File: config.mk
export PLATFORM = sky130hd
export DESIGN_NAME = psd_discriminator
export DESIGN_NICKNAME = d
export VERILOG_FILES = /design/src/common/psd_pkg.sv /design/src/hw/psd_discriminator.sv /design/src/hw/psd_rate_classifier.sv
export SDC_FILE = /design/constraint.sdc
export NUM_CORES = 2
export LEC_CHECK = 0
export BUFFER_PORTS_ARGS = -buffer_cell sky130_fd_sc_hd__buf_4
export CORE_MARGIN = 1
export CORE_UTILIZATION = 65
export CTS_BUF_LIST = sky130_fd_sc_hd__clkbuf_16
export CTS_CLUSTER_DIAMETER = 120
export DETAILED_ROUTE_END_ITERATION = 8
export PLACE_DENSITY = 0.9
export REMOVE_ABC_BUFFERS = 1
export SYNTH_ARGS = -nofsm -noshare
export SYNTH_HDL_FRONTEND = slang
export SYNTH_SLANG_ARGS = --single-unit
File: constraint.sdc
create_clock -name pclk -period 4.65 [get_ports pclk]
set_input_delay 0.93 -clock pclk [delete_from_list [all_inputs] [get_ports pclk]]
set_output_delay 0.93 -clock pclk [all_outputs]
set_load 0.01 [all_outputs]
File: src/common/psd_pkg.sv
// Shared constants and types for the preemption signal discriminator.
// Assumes a 125 MHz pclk; all long times are counted in 1 us ticks.
package psd_pkg;

	localparam int CLK_NS   = 8;
	localparam int TICK_NS  = 1000;
	localparam int TICK_CYC = TICK_NS / CLK_NS;
	localparam int NCH      = 4;
	localparam int NDET     = 12;
	localparam int NRAW     = 28;
	localparam int PER_W    = 17;
	localparam int RUN_W    = 20;
	localparam int HOLD_W   = 24;
	localparam int TICK_W   = 12;

	// Code class rates in mHz, microseconds times mHz per second
	localparam int US_MHZ      = 1000000000;
	localparam int LO_F_MHZ    = 9639;
	localparam int LO_TOL_MHZ  = 119;
	localparam int HI_F_MHZ    = 14035;
	localparam int HI_TOL_MHZ  = 255;
	localparam int LO_FMAX     = LO_F_MHZ + LO_TOL_MHZ;
	localparam int LO_FMIN     = LO_F_MHZ - LO_TOL_MHZ;
	localparam int HI_FMAX     = HI_F_MHZ + HI_TOL_MHZ;
	localparam int HI_FMIN     = HI_F_MHZ - HI_TOL_MHZ;
	localparam logic [PER_W-1:0] LO_PMIN_US = PER_W'((US_MHZ + LO_FMAX - 1) / LO_FMAX);
	localparam logic [PER_W-1:0] LO_PMAX_US = PER_W'(US_MHZ / LO_FMIN);
	localparam logic [PER_W-1:0] HI_PMIN_US = PER_W'((US_MHZ + HI_FMAX - 1) / HI_FMAX);
	localparam logic [PER_W-1:0] HI_PMAX_US = PER_W'(US_MHZ / HI_FMIN);

	localparam int VALID_MS = 500;
	localparam logic [RUN_W-1:0] VALID_US = RUN_W'(VALID_MS * 1000);
	localparam int HOLD_SHORT_S = 5;
	localparam int HOLD_LONG_S  = 10;
	localparam logic [HOLD_W-1:0] HOLD_SHORT_US = HOLD_W'(HOLD_SHORT_S * 1000000);
	localparam logic [HOLD_W-1:0] HOLD_LONG_US  = HOLD_W'(HOLD_LONG_S * 1000000);
	localparam int WAVE_F_MHZ = 6250;
	localparam logic [PER_W-1:0] WAVE_HALF_US = PER_W'(US_MHZ / (2 * WAVE_F_MHZ));
	localparam logic [4:0] RADIO_CHANS = 5'h19;

	// Register offsets
	localparam logic [7:0] OFS_CTRL   = 8'h00;
	localparam logic [7:0] OFS_RANGE  = 8'h04;
	localparam logic [7:0] OFS_RADIO  = 8'h08;
	localparam logic [7:0] OFS_STATUS = 8'h0C;
	localparam logic [7:0] OFS_MASK   = 8'h10;
	localparam logic [7:0] OFS_STATE  = 8'h14;

	// Control fields and reset values
	localparam int CTRL_HOLD_LSB = 0;
	localparam int CTRL_IR_LSB   = 4;
	localparam int CTRL_GPS_LSB  = 8;
	localparam logic [11:0] CTRL_RST  = 12'hFF0;
	localparam logic [15:0] RANGE_RST = 16'h0000;
	localparam logic [4:0]  RADIO_RST = 5'h00;
	localparam logic [7:0]  MASK_RST  = 8'h00;

	typedef struct packed {
		logic lo_sig;
		logic hi_sig;
		logic lo_val;
		logic hi_val;
	} psd_cls_t;

endpackage

File: src/hw/psd_discriminator.sv
// Four-channel preemption signal discriminator with APB registers.
// Assumes asynchronous detector, test and radio call pins; APB on pclk.
//
// The register offsets and the APB slave port were decided locally.
`timescale 1ns/1ps

module psd_discriminator #(
	parameter int TICK_CYC = psd_pkg::TICK_CYC
) (
	input  wire logic        pclk,
	input  wire logic        presetn,
	input  wire logic        ce,
	input  wire logic        psel,
	input  wire logic        penable,
	input  wire logic        pwrite,
	input  wire logic [7:0]  paddr,
	input  wire logic [31:0] pwdata,
	output logic      [31:0] prdata,
	output logic             pready,
	output logic             pslverr,
	input  wire logic [3:0]  det_pri,
	input  wire logic [3:0]  det_aux1,
	input  wire logic [3:0]  det_aux2,
	input  wire logic [3:0]  test_dn,
	input  wire logic [3:0]  test_up,
	input  wire logic [3:0]  gps_lo,
	input  wire logic [3:0]  gps_hi,
	output logic      [3:0]  preempt_sink,
	output logic      [3:0]  lamp_lo,
	output logic      [3:0]  lamp_hi,
	output logic      [15:0] range_sel,
	output logic      [4:0]  radio_chan,
	output logic             irq
);

	localparam int NCH = psd_pkg::NCH;

	logic [psd_pkg::NRAW-1:0]   raw;
	logic [psd_pkg::NRAW-1:0]   s1_ff;
	logic [psd_pkg::NRAW-1:0]   s2_ff;
	logic [psd_pkg::NDET-1:0]   s3_ff;
	logic [psd_pkg::NDET-1:0]   rise;
	logic [NCH-1:0]             test_dn_s;
	logic [NCH-1:0]             test_up_s;
	logic [NCH-1:0]             gps_lo_s;
	logic [NCH-1:0]             gps_hi_s;
	logic [psd_pkg::TICK_W-1:0] tick_cnt_ff;
	logic [psd_pkg::TICK_W-1:0] nxt_tick_cnt;
	logic                       tick;
	logic [psd_pkg::PER_W-1:0]  wave_cnt_ff;
	logic [psd_pkg::PER_W-1:0]  nxt_wave_cnt;
	logic                       wave_ff;
	logic                       nxt_wave;
	psd_pkg::psd_cls_t          cls [psd_pkg::NDET];
	logic [NCH-1:0]             lo_src;
	logic [NCH-1:0]             hi_src;
	logic [NCH-1:0]             lo_call;
	logic [NCH-1:0]             hi_call;
	logic [NCH-1:0]             lo_rise;
	logic [NCH-1:0]             hi_rise;
	logic [NCH-1:0]             lo_sig;
	logic [NCH-1:0]             hi_sig;
	logic [11:0]                ctrl_ff;
	logic [11:0]                nxt_ctrl;
	logic [15:0]                range_ff;
	logic [15:0]                nxt_range;
	logic [4:0]                 radio_ff;
	logic [4:0]                 nxt_radio;
	logic [7:0]                 status_ff;
	logic [7:0]                 nxt_status;
	logic [7:0]                 mask_ff;
	logic [7:0]                 nxt_mask;
	logic [31:0]                prdata_ff;
	logic [31:0]                nxt_prdata;
	logic [31:0]                rdata;
	logic                       mapped;
	logic                       wr;
	logic [NCH-1:0]             hold10;
	logic [NCH-1:0]             ir_en;
	logic [NCH-1:0]             gps_en;

	// Pin synchronisers; edges are taken from the second stage
	assign raw = {gps_hi, gps_lo, test_up, test_dn, det_aux2, det_aux1, det_pri};
	assign rise      = s2_ff[psd_pkg::NDET-1:0] & ~s3_ff;
	assign test_dn_s = s2_ff[15:12];
	assign test_up_s = s2_ff[19:16];
	assign gps_lo_s  = s2_ff[23:20];
	assign gps_hi_s  = s2_ff[27:24];

	always_ff @(posedge pclk or negedge presetn)
	begin
		if (!presetn)
		begin
			s1_ff <= '0;
			s2_ff <= '0;
			s3_ff <= '0;
		end
		else if (ce)
		begin
			s1_ff <= raw;
			s2_ff <= s1_ff;
			s3_ff <= s2_ff[psd_pkg::NDET-1:0];
		end
	end

	// Microsecond tick and the output square wave
	assign tick = (tick_cnt_ff == psd_pkg::TICK_W'(TICK_CYC - 1));

	always_comb
	begin
		nxt_tick_cnt = tick ? '0 : tick_cnt_ff + 1'b1;
		nxt_wave_cnt = wave_cnt_ff;
		nxt_wave     = wave_ff;
		if (tick)
		begin
			if (wave_cnt_ff == psd_pkg::WAVE_HALF_US - 1'b1)
			begin
				nxt_wave_cnt = '0;
				nxt_wave     = ~wave_ff;
			end
			else
				nxt_wave_cnt = wave_cnt_ff + 1'b1;
		end
	end

	always_ff @(posedge pclk or negedge presetn)
	begin
		if (!presetn)
		begin
			tick_cnt_ff <= '0;
			wave_cnt_ff <= '0;
			wave_ff     <= 1'b0;
		end
		else if (ce)
		begin
			tick_cnt_ff <= nxt_tick_cnt;
			wave_cnt_ff <= nxt_wave_cnt;
			wave_ff     <= nxt_wave;
		end
	end

	// Detector inputs: k = channel + 4 * (0 primary, 1 aux 1, 2 aux 2)
	for (genvar k = 0; k < psd_pkg::NDET; k++)
	begin : g_det
		psd_rate_classifier u_cls (
			.clk   (pclk),
			.rst_n (presetn),
			.ce    (ce),
			.tick  (tick),
			.rise  (rise[k]),
			.cls   (cls[k])
		);
	end

	assign hold10 = ctrl_ff[psd_pkg::CTRL_HOLD_LSB +: NCH];
	assign ir_en  = ctrl_ff[psd_pkg::CTRL_IR_LSB +: NCH];
	assign gps_en = ctrl_ff[psd_pkg::CTRL_GPS_LSB +: NCH];

	// Per-channel merge, hold, output and lamps
	for (genvar c = 0; c < NCH; c++)
	begin : g_ch
		logic [psd_pkg::HOLD_W-1:0] hold_lo_ff;
		logic [psd_pkg::HOLD_W-1:0] nxt_hold_lo;
		logic [psd_pkg::HOLD_W-1:0] hold_hi_ff;
		logic [psd_pkg::HOLD_W-1:0] nxt_hold_hi;
		logic [psd_pkg::HOLD_W-1:0] reload;
		logic                       call_lo_ff;
		logic                       nxt_call_lo;
		logic                       call_hi_ff;
		logic                       nxt_call_hi;
		logic                       sink_ff;
		logic                       nxt_sink;
		logic                       lamp_lo_ff;
		logic                       nxt_lamp_lo;
		logic                       lamp_hi_ff;
		logic                       nxt_lamp_hi;

		always_comb
		begin
			lo_src[c] = (ir_en[c] && (cls[c].lo_val || cls[c + 4].lo_val
				|| cls[c + 8].lo_val)) || (gps_en[c] && gps_lo_s[c]) || test_dn_s[c];
			hi_src[c] = (ir_en[c] && (cls[c].hi_val || cls[c + 4].hi_val
				|| cls[c + 8].hi_val)) || (gps_en[c] && gps_hi_s[c]) || test_up_s[c];
			lo_sig[c] = ir_en[c] && (cls[c].lo_sig || cls[c + 4].lo_sig || cls[c + 8].lo_sig);
			hi_sig[c] = ir_en[c] && (cls[c].hi_sig || cls[c + 4].hi_sig || cls[c + 8].hi_sig);
			reload = hold10[c] ? psd_pkg::HOLD_LONG_US : psd_pkg::HOLD_SHORT_US;
			nxt_hold_lo = hold_lo_ff;
			nxt_hold_hi = hold_hi_ff;
			if (lo_src[c])
				nxt_hold_lo = reload;
			else if (tick && (hold_lo_ff != '0))
				nxt_hold_lo = hold_lo_ff - 1'b1;
			if (hi_src[c])
				nxt_hold_hi = reload;
			else if (tick && (hold_hi_ff != '0))
				nxt_hold_hi = hold_hi_ff - 1'b1;
			nxt_call_lo = lo_src[c] || (nxt_hold_lo != '0);
			nxt_call_hi = hi_src[c] || (nxt_hold_hi != '0);
			nxt_sink    = nxt_call_hi || (nxt_call_lo && nxt_wave);
			nxt_lamp_lo = nxt_call_lo || (lo_sig[c] && nxt_wave);
			nxt_lamp_hi = nxt_call_hi || (hi_sig[c] && nxt_wave);
			lo_rise[c]  = nxt_call_lo && !call_lo_ff;
			hi_rise[c]  = nxt_call_hi && !call_hi_ff;
		end

		always_ff @(posedge pclk or negedge presetn)
		begin
			if (!presetn)
			begin
				hold_lo_ff <= '0;
				hold_hi_ff <= '0;
				call_lo_ff <= 1'b0;
				call_hi_ff <= 1'b0;
				sink_ff    <= 1'b0;
				lamp_lo_ff <= 1'b0;
				lamp_hi_ff <= 1'b0;
			end
			else if (ce)
			begin
				hold_lo_ff <= nxt_hold_lo;
				hold_hi_ff <= nxt_hold_hi;
				call_lo_ff <= nxt_call_lo;
				call_hi_ff <= nxt_call_hi;
				sink_ff    <= nxt_sink;
				lamp_lo_ff <= nxt_lamp_lo;
				lamp_hi_ff <= nxt_lamp_hi;
			end
		end

		assign lo_call[c]      = call_lo_ff;
		assign hi_call[c]      = call_hi_ff;
		assign preempt_sink[c] = sink_ff;
		assign lamp_lo[c]      = lamp_lo_ff;
		assign lamp_hi[c]      = lamp_hi_ff;
	end

	// APB slave, zero wait states
	assign wr = psel && penable && pwrite;

	always_comb
	begin
		mapped = 1'b1;
		rdata  = '0;
		case (paddr)
			psd_pkg::OFS_CTRL:   rdata = {20'h00000, ctrl_ff};
			psd_pkg::OFS_RANGE:  rdata = {16'h0000, range_ff};
			psd_pkg::OFS_RADIO:  rdata = {27'h0000000, radio_ff};
			psd_pkg::OFS_STATUS: rdata = {24'h000000, status_ff};
			psd_pkg::OFS_MASK:   rdata = {24'h000000, mask_ff};
			psd_pkg::OFS_STATE:  rdata = {12'h000, preempt_sink, hi_sig, lo_sig, hi_call, lo_call};
			default:             mapped = 1'b0;
		endcase
	end

	always_comb
	begin
		nxt_ctrl   = ctrl_ff;
		nxt_range  = range_ff;
		nxt_radio  = radio_ff;
		nxt_mask   = mask_ff;
		nxt_prdata = prdata_ff;
		nxt_status = status_ff;
		if (psel && !penable && !pwrite)
			nxt_prdata = rdata;
		if (wr)
		begin
			case (paddr)
				psd_pkg::OFS_CTRL:   nxt_ctrl = pwdata[11:0];
				psd_pkg::OFS_RANGE:  nxt_range = pwdata[15:0];
				psd_pkg::OFS_RADIO:
				begin
					if (pwdata[31:0] < {27'h0000000, psd_pkg::RADIO_CHANS})
						nxt_radio = pwdata[4:0];
				end
				psd_pkg::OFS_STATUS: nxt_status = status_ff & ~pwdata[7:0];
				psd_pkg::OFS_MASK:   nxt_mask = pwdata[7:0];
				default:             nxt_mask = mask_ff;
			endcase
		end
		// New calls set status after the clear so the set wins
		nxt_status = nxt_status | {hi_rise, lo_rise};
	end

	always_ff @(posedge pclk or negedge presetn)
	begin
		if (!presetn)
		begin
			ctrl_ff   <= psd_pkg::CTRL_RST;
			range_ff  <= psd_pkg::RANGE_RST;
			radio_ff  <= psd_pkg::RADIO_RST;
			status_ff <= '0;
			mask_ff   <= psd_pkg::MASK_RST;
			prdata_ff <= '0;
		end
		else if (ce)
		begin
			ctrl_ff   <= nxt_ctrl;
			range_ff  <= nxt_range;
			radio_ff  <= nxt_radio;
			status_ff <= nxt_status;
			mask_ff   <= nxt_mask;
			prdata_ff <= nxt_prdata;
		end
	end

	assign prdata     = prdata_ff;
	assign pready     = 1'b1;
	assign pslverr    = psel && penable && !mapped;
	assign range_sel  = range_ff;
	assign radio_chan = radio_ff;
	assign irq        = |(status_ff & mask_ff);
endmodule

File: src/hw/psd_rate_classifier.sv
// Period classifier for one detector input.
// Assumes a synchronised rising-edge pulse and a 1 us tick on the same clock.
`timescale 1ns/1ps
module psd_rate_classifier (
	input  wire logic             clk,
	input  wire logic             rst_n,
	input  wire logic             ce,
	input  wire logic             tick,
	input  wire logic             rise,
	output psd_pkg::psd_cls_t     cls
);

	logic [psd_pkg::PER_W-1:0] per_ff;
	logic [psd_pkg::PER_W-1:0] nxt_per;
	logic [psd_pkg::RUN_W-1:0] lo_run_ff;
	logic [psd_pkg::RUN_W-1:0] nxt_lo_run;
	logic [psd_pkg::RUN_W-1:0] hi_run_ff;
	logic [psd_pkg::RUN_W-1:0] nxt_hi_run;
	logic                      lo_sig_ff;
	logic                      nxt_lo_sig;
	logic                      hi_sig_ff;
	logic                      nxt_hi_sig;
	logic                      in_lo;
	logic                      in_hi;

	always_comb
	begin
		nxt_per    = per_ff;
		nxt_lo_run = lo_run_ff;
		nxt_hi_run = hi_run_ff;
		nxt_lo_sig = lo_sig_ff;
		nxt_hi_sig = hi_sig_ff;
		in_lo = (per_ff >= psd_pkg::LO_PMIN_US) && (per_ff <= psd_pkg::LO_PMAX_US);
		in_hi = (per_ff >= psd_pkg::HI_PMIN_US) && (per_ff <= psd_pkg::HI_PMAX_US);
		if (tick && (per_ff != '1))
			nxt_per = per_ff + 1'b1;
		if (rise)
		begin
			nxt_per    = '0;
			nxt_lo_sig = in_lo;
			nxt_hi_sig = in_hi;
			// Runs restart on any off-class period, so mixed trains never qualify
			if (!in_lo)
				nxt_lo_run = '0;
			else if (lo_run_ff <= psd_pkg::VALID_US)
				nxt_lo_run = lo_run_ff + psd_pkg::RUN_W'(per_ff);
			if (!in_hi)
				nxt_hi_run = '0;
			else if (hi_run_ff <= psd_pkg::VALID_US)
				nxt_hi_run = hi_run_ff + psd_pkg::RUN_W'(per_ff);
		end
		else
		begin
			if (per_ff > psd_pkg::HI_PMAX_US)
			begin
				nxt_hi_sig = 1'b0;
				nxt_hi_run = '0;
			end
			if (per_ff > psd_pkg::LO_PMAX_US)
			begin
				nxt_lo_sig = 1'b0;
				nxt_lo_run = '0;
			end
		end
	end

	always_ff @(posedge clk or negedge rst_n)
	begin
		if (!rst_n)
		begin
			per_ff    <= '1;
			lo_run_ff <= '0;
			hi_run_ff <= '0;
			lo_sig_ff <= 1'b0;
			hi_sig_ff <= 1'b0;
		end
		else if (ce)
		begin
			per_ff    <= nxt_per;
			lo_run_ff <= nxt_lo_run;
			hi_run_ff <= nxt_hi_run;
			lo_sig_ff <= nxt_lo_sig;
			hi_sig_ff <= nxt_hi_sig;
		end
	end

	assign cls.lo_sig = lo_sig_ff;
	assign cls.hi_sig = hi_sig_ff;
	assign cls.lo_val = lo_sig_ff && (lo_run_ff > psd_pkg::VALID_US);
	assign cls.hi_val = hi_sig_ff && (hi_run_ff > psd_pkg::VALID_US);
endmodule
==> results.yml <==
run_status:
  status: "finished, violations left"
  failed_checks: "design-rule violations"
cts:
  clkTransAtPathRegs_ns: 0.07
  cts_buffers: 119
  cts_max_path_buffers: 3
  htree_num_levels: 3
  cts_resized: 0
  cts-root-buf: "clkbuf_16"
  hold_buffers: 0
  worstSkewPairLatency_ns: 0.74
  cts_tree: "done"
  cts.sinks: 1087
  post-cts-setup-buffers: 0
sta:
  hold_slack_ns: 0.258
  worstMarginPinSlew_ns: 1.19
  period_needed_ns: 4.32
  drv_slew: 0
  finalSetupTns_ns: 0
  grt_setup_unrepaired: "no"
  fin_skew_ns: 0.0319
  max_freq_mhz: 231
  post-route-period-util_pct: 92.9
  relSlewSlack_pct: 20.7
  setup_viol: 0
  hold_viol_final: 0
power:
  power_frac_clock_pct: 44.4
  leakage_nw: 36.2
  internal-power_mw: 15.7
  switching_share_pct: 26.7
  power_density_nw_per_um2: 262
  seqPwrFrac_pct: 47.0
  switchingPower_mw: 5.69
  p_comb_share_pct: 8.6
  max-vdd-ir-drop_uv: 309
die:
  core_um2: 114000
  rows: 124
  start_util_pct: 65.5
  die_w_um: 341
  pin_count: 142
  chipHeight_um: 341
  die_area_um2: 117000
placement:
  gp_congestion: 0.956
  hpwl_um: 146000
  portBuffers: 128
logic_synthesis:
  ys_types: 107
  syn_area_um2: 74900
  syn_area_per_cell_um2: 8.94
  ys_ff_latch: 1087
  ys_warn_count: 0
  synth.area.top_cells: "dfrtp_1 29%, ha_1 7.9%, dfstp_2 7.4%"
  synth_top_flop_cell: "dfrtp_1"
  synth_cells: 8375
  synth_edf_count: 0
  synth-seq-area-share_pct: 36.7
  synth_top_area_cell: "dfrtp_1"
  synthTopCellsByCount: "875 x dfrtp_1, 682 x nand2_1, 666 x nor2_1"
  yosysMostFrequentCell: "dfrtp_1"
  synth-async-reset-ratio_pct: 100
  synth_top_area_share_pct: 29.2
drt:
  dr.first_iter.drc_count: 6336
  viasPerCell: 6.84
  wl_per_cell_um: 20.5
  firstDrtPassIters: 9
  drc: 3
  postRouteAntennaNets: 0
  vias: 68630
  drt-total-wl_um: 206000
critical_path:
  crit_fanout: 19
  max_stage_delay_ns: 0.80
  worstPathCellList: "or4b_2 > o31a_1 > o31ai_1 > a211oi_1 > o31a_1 > or2_2 > nor3_1 > o22ai_1"
  crit_top_cell: "o31a_1"
  worstPathArrival_ns: 4.89
  crit_path_end_kind: "register"
  cp_slowest_cell: "nor3_1"
  critPathRequiredTime_ns: 5.22
  cp-start-kind: "register"
  worst-setup-path-type: "reg2reg"
cells_and_area:
  finish.utilization_pct: 71.2
  n_fill_cell: 8293
  drive_above_1_share_pct: 10.8
  fin_nets: 8985
  syn_to_final_growth_pct: 8.65
global_route:
  grt_pass1_wl_um: 337000
  grt_pass1_vias: 66388
  grt_max_degree: 110
  grt_usage_pct: 34.5
  gr-total-overflow: 0
  antenna_found_initial: 4
job:
  maxCapViolCount: 0
min_path:
  holdCritPathClass: "in2async"
-- layout make-up --
cell class                      instances  area [um^2]  share of cell area, %
Tap cell                             1512         1890                   2.33
Sequential cell                      1087        27500                   33.8
Antenna cell                            2         5.00                0.00615
Clock inverter                        104          830                   1.02
Inverter                              289         1090                   1.34
Clock buffer                          122         3050                   3.75
Timing Repair Buffer                  236         1960                   2.41
Multi-Input combinational cell       6679        45100                   55.4
-- critical path: cells and delay by family (launching register included) --
kind            cells  cell delay, ns
compound gates      5            1.73
flops               1            0.39
simple gates        3            2.02
-- per-layer routing --
metal / share of wire (%) / global-route usage, % / vias up
met2: 47 / 57.0 / 2932
met4: 3.9 / 13.9 / 6
met3: 7.6 / 5.58 / 581
met1: 41 / 45.4 / 33598
li1: - / - / 31513
met5: 0.017 / 0 / -
-- state kept, by name, indices dropped and copies added (netlist names), 16 cells and up --
signal,cells
g_ch.hold_lo_ff,96
s2_ff,28
s1_ff,28
prdata,20
g_det.u_cls.hi_run_ff,240
range_sel,16
g_det.u_cls.per_ff,204
wave_cnt_ff,17
g_det.u_cls.lo_run_ff,240
g_ch.hold_hi_ff,96
-- logic make-up (layout without fill, tap and decap cells) --
| logic type | count (synthesis) | in the layout | synth area share [%] |
|---|---|---|---|
| and+or+nand+nor | 2972 | 2972 | 20.0 |
| muxes | 144 | 144 | 2.21 |
| DFF | 1087 | 1087 | 36.7 |
| adders and majority gates | 499 | 499 | 8.58 |
| xor gates and xnor gates | 493 | 493 | 5.77 |
| other | 2 | 15 | 0.0100 |
| buffers and inverters | 620 | 751 | 3.26 |
| AOI/OAI and AO/OA | 2558 | 2558 | 23.5 |
-- power by group through the flow --
stage / clock network [mW] / registers (mW) / logic, mW
after floorplan: 0 / 10.1 / 1.04
after global placement: 0 / 10.2 / 1.76
after detailed placement: 0 / 10.2 / 1.80
after global routing: 9.93 / 10.1 / 2.01
after CTS: 9.55 / 10.0 / 1.81
final: 9.49 / 10.0 / 1.83
-- metrics by stage --
stage          cell area (um^2)  worst slack (ns)  std cells  total power [mW]
2_1_floorplan             73600             0.294       8055              11.1
3_3_place_gp              77500             0.553       9803              11.9
3_5_place_dp              77500             0.425       9803              12.0
4_1_cts                   81400             0.414      10029              21.4
5_1_grt                   81400           0.00786      10029              22.0
6_report                  81400             0.328      10031              21.3
-- placed cells by master (no fill, tap or decap), types with 59 or more instances in the layout --
master	instances
o21bai_1	60
nand2b_1	76
or4_1	61
nor2b_1	59
ha_1	475
o21a_1	99
or2_2	73
nand4_1	130
nor2_1	666
dfrtp_1	875
mux2_2	118
clkbuf_16	122
a31oi_1	101
nand2_1	682
a21o_1	138
nor3_1	367
and2_1	81
o21ai_0	650
xor2_1	211
nand3_1	255
nor4_1	130
inv_1	308
a21oi_1	378
xnor2_1	282
o31ai_1	146
or3_1	121
and3_1	86
a22o_1	326
buf_4	220
a211oi_1	93
dfstp_2	212
-- final timing paths --
kind	cells past startpoint	slack, ns	to	startpoint
hold / removal	1	0.26	g_det[6].u_cls.hi_run_ff[12]	presetn
setup / recovery	8	0.33	g_ch[3].sink_ff	g_det[3].u_cls.lo_run_ff[2]
max in group asynchronous	2	3.24	g_ch[0].hold_lo_ff[4]	presetn
setup reg to reg	8	0.33	g_ch[3].sink_ff	g_det[3].u_cls.lo_run_ff[2]
min in group pclk	2	0.42	s1_ff[4]	det_aux1[0]
hold reg to reg	2	0.48	prdata[18]	prdata[18]
No activity file was read; power rests on OpenSTA's default activity.
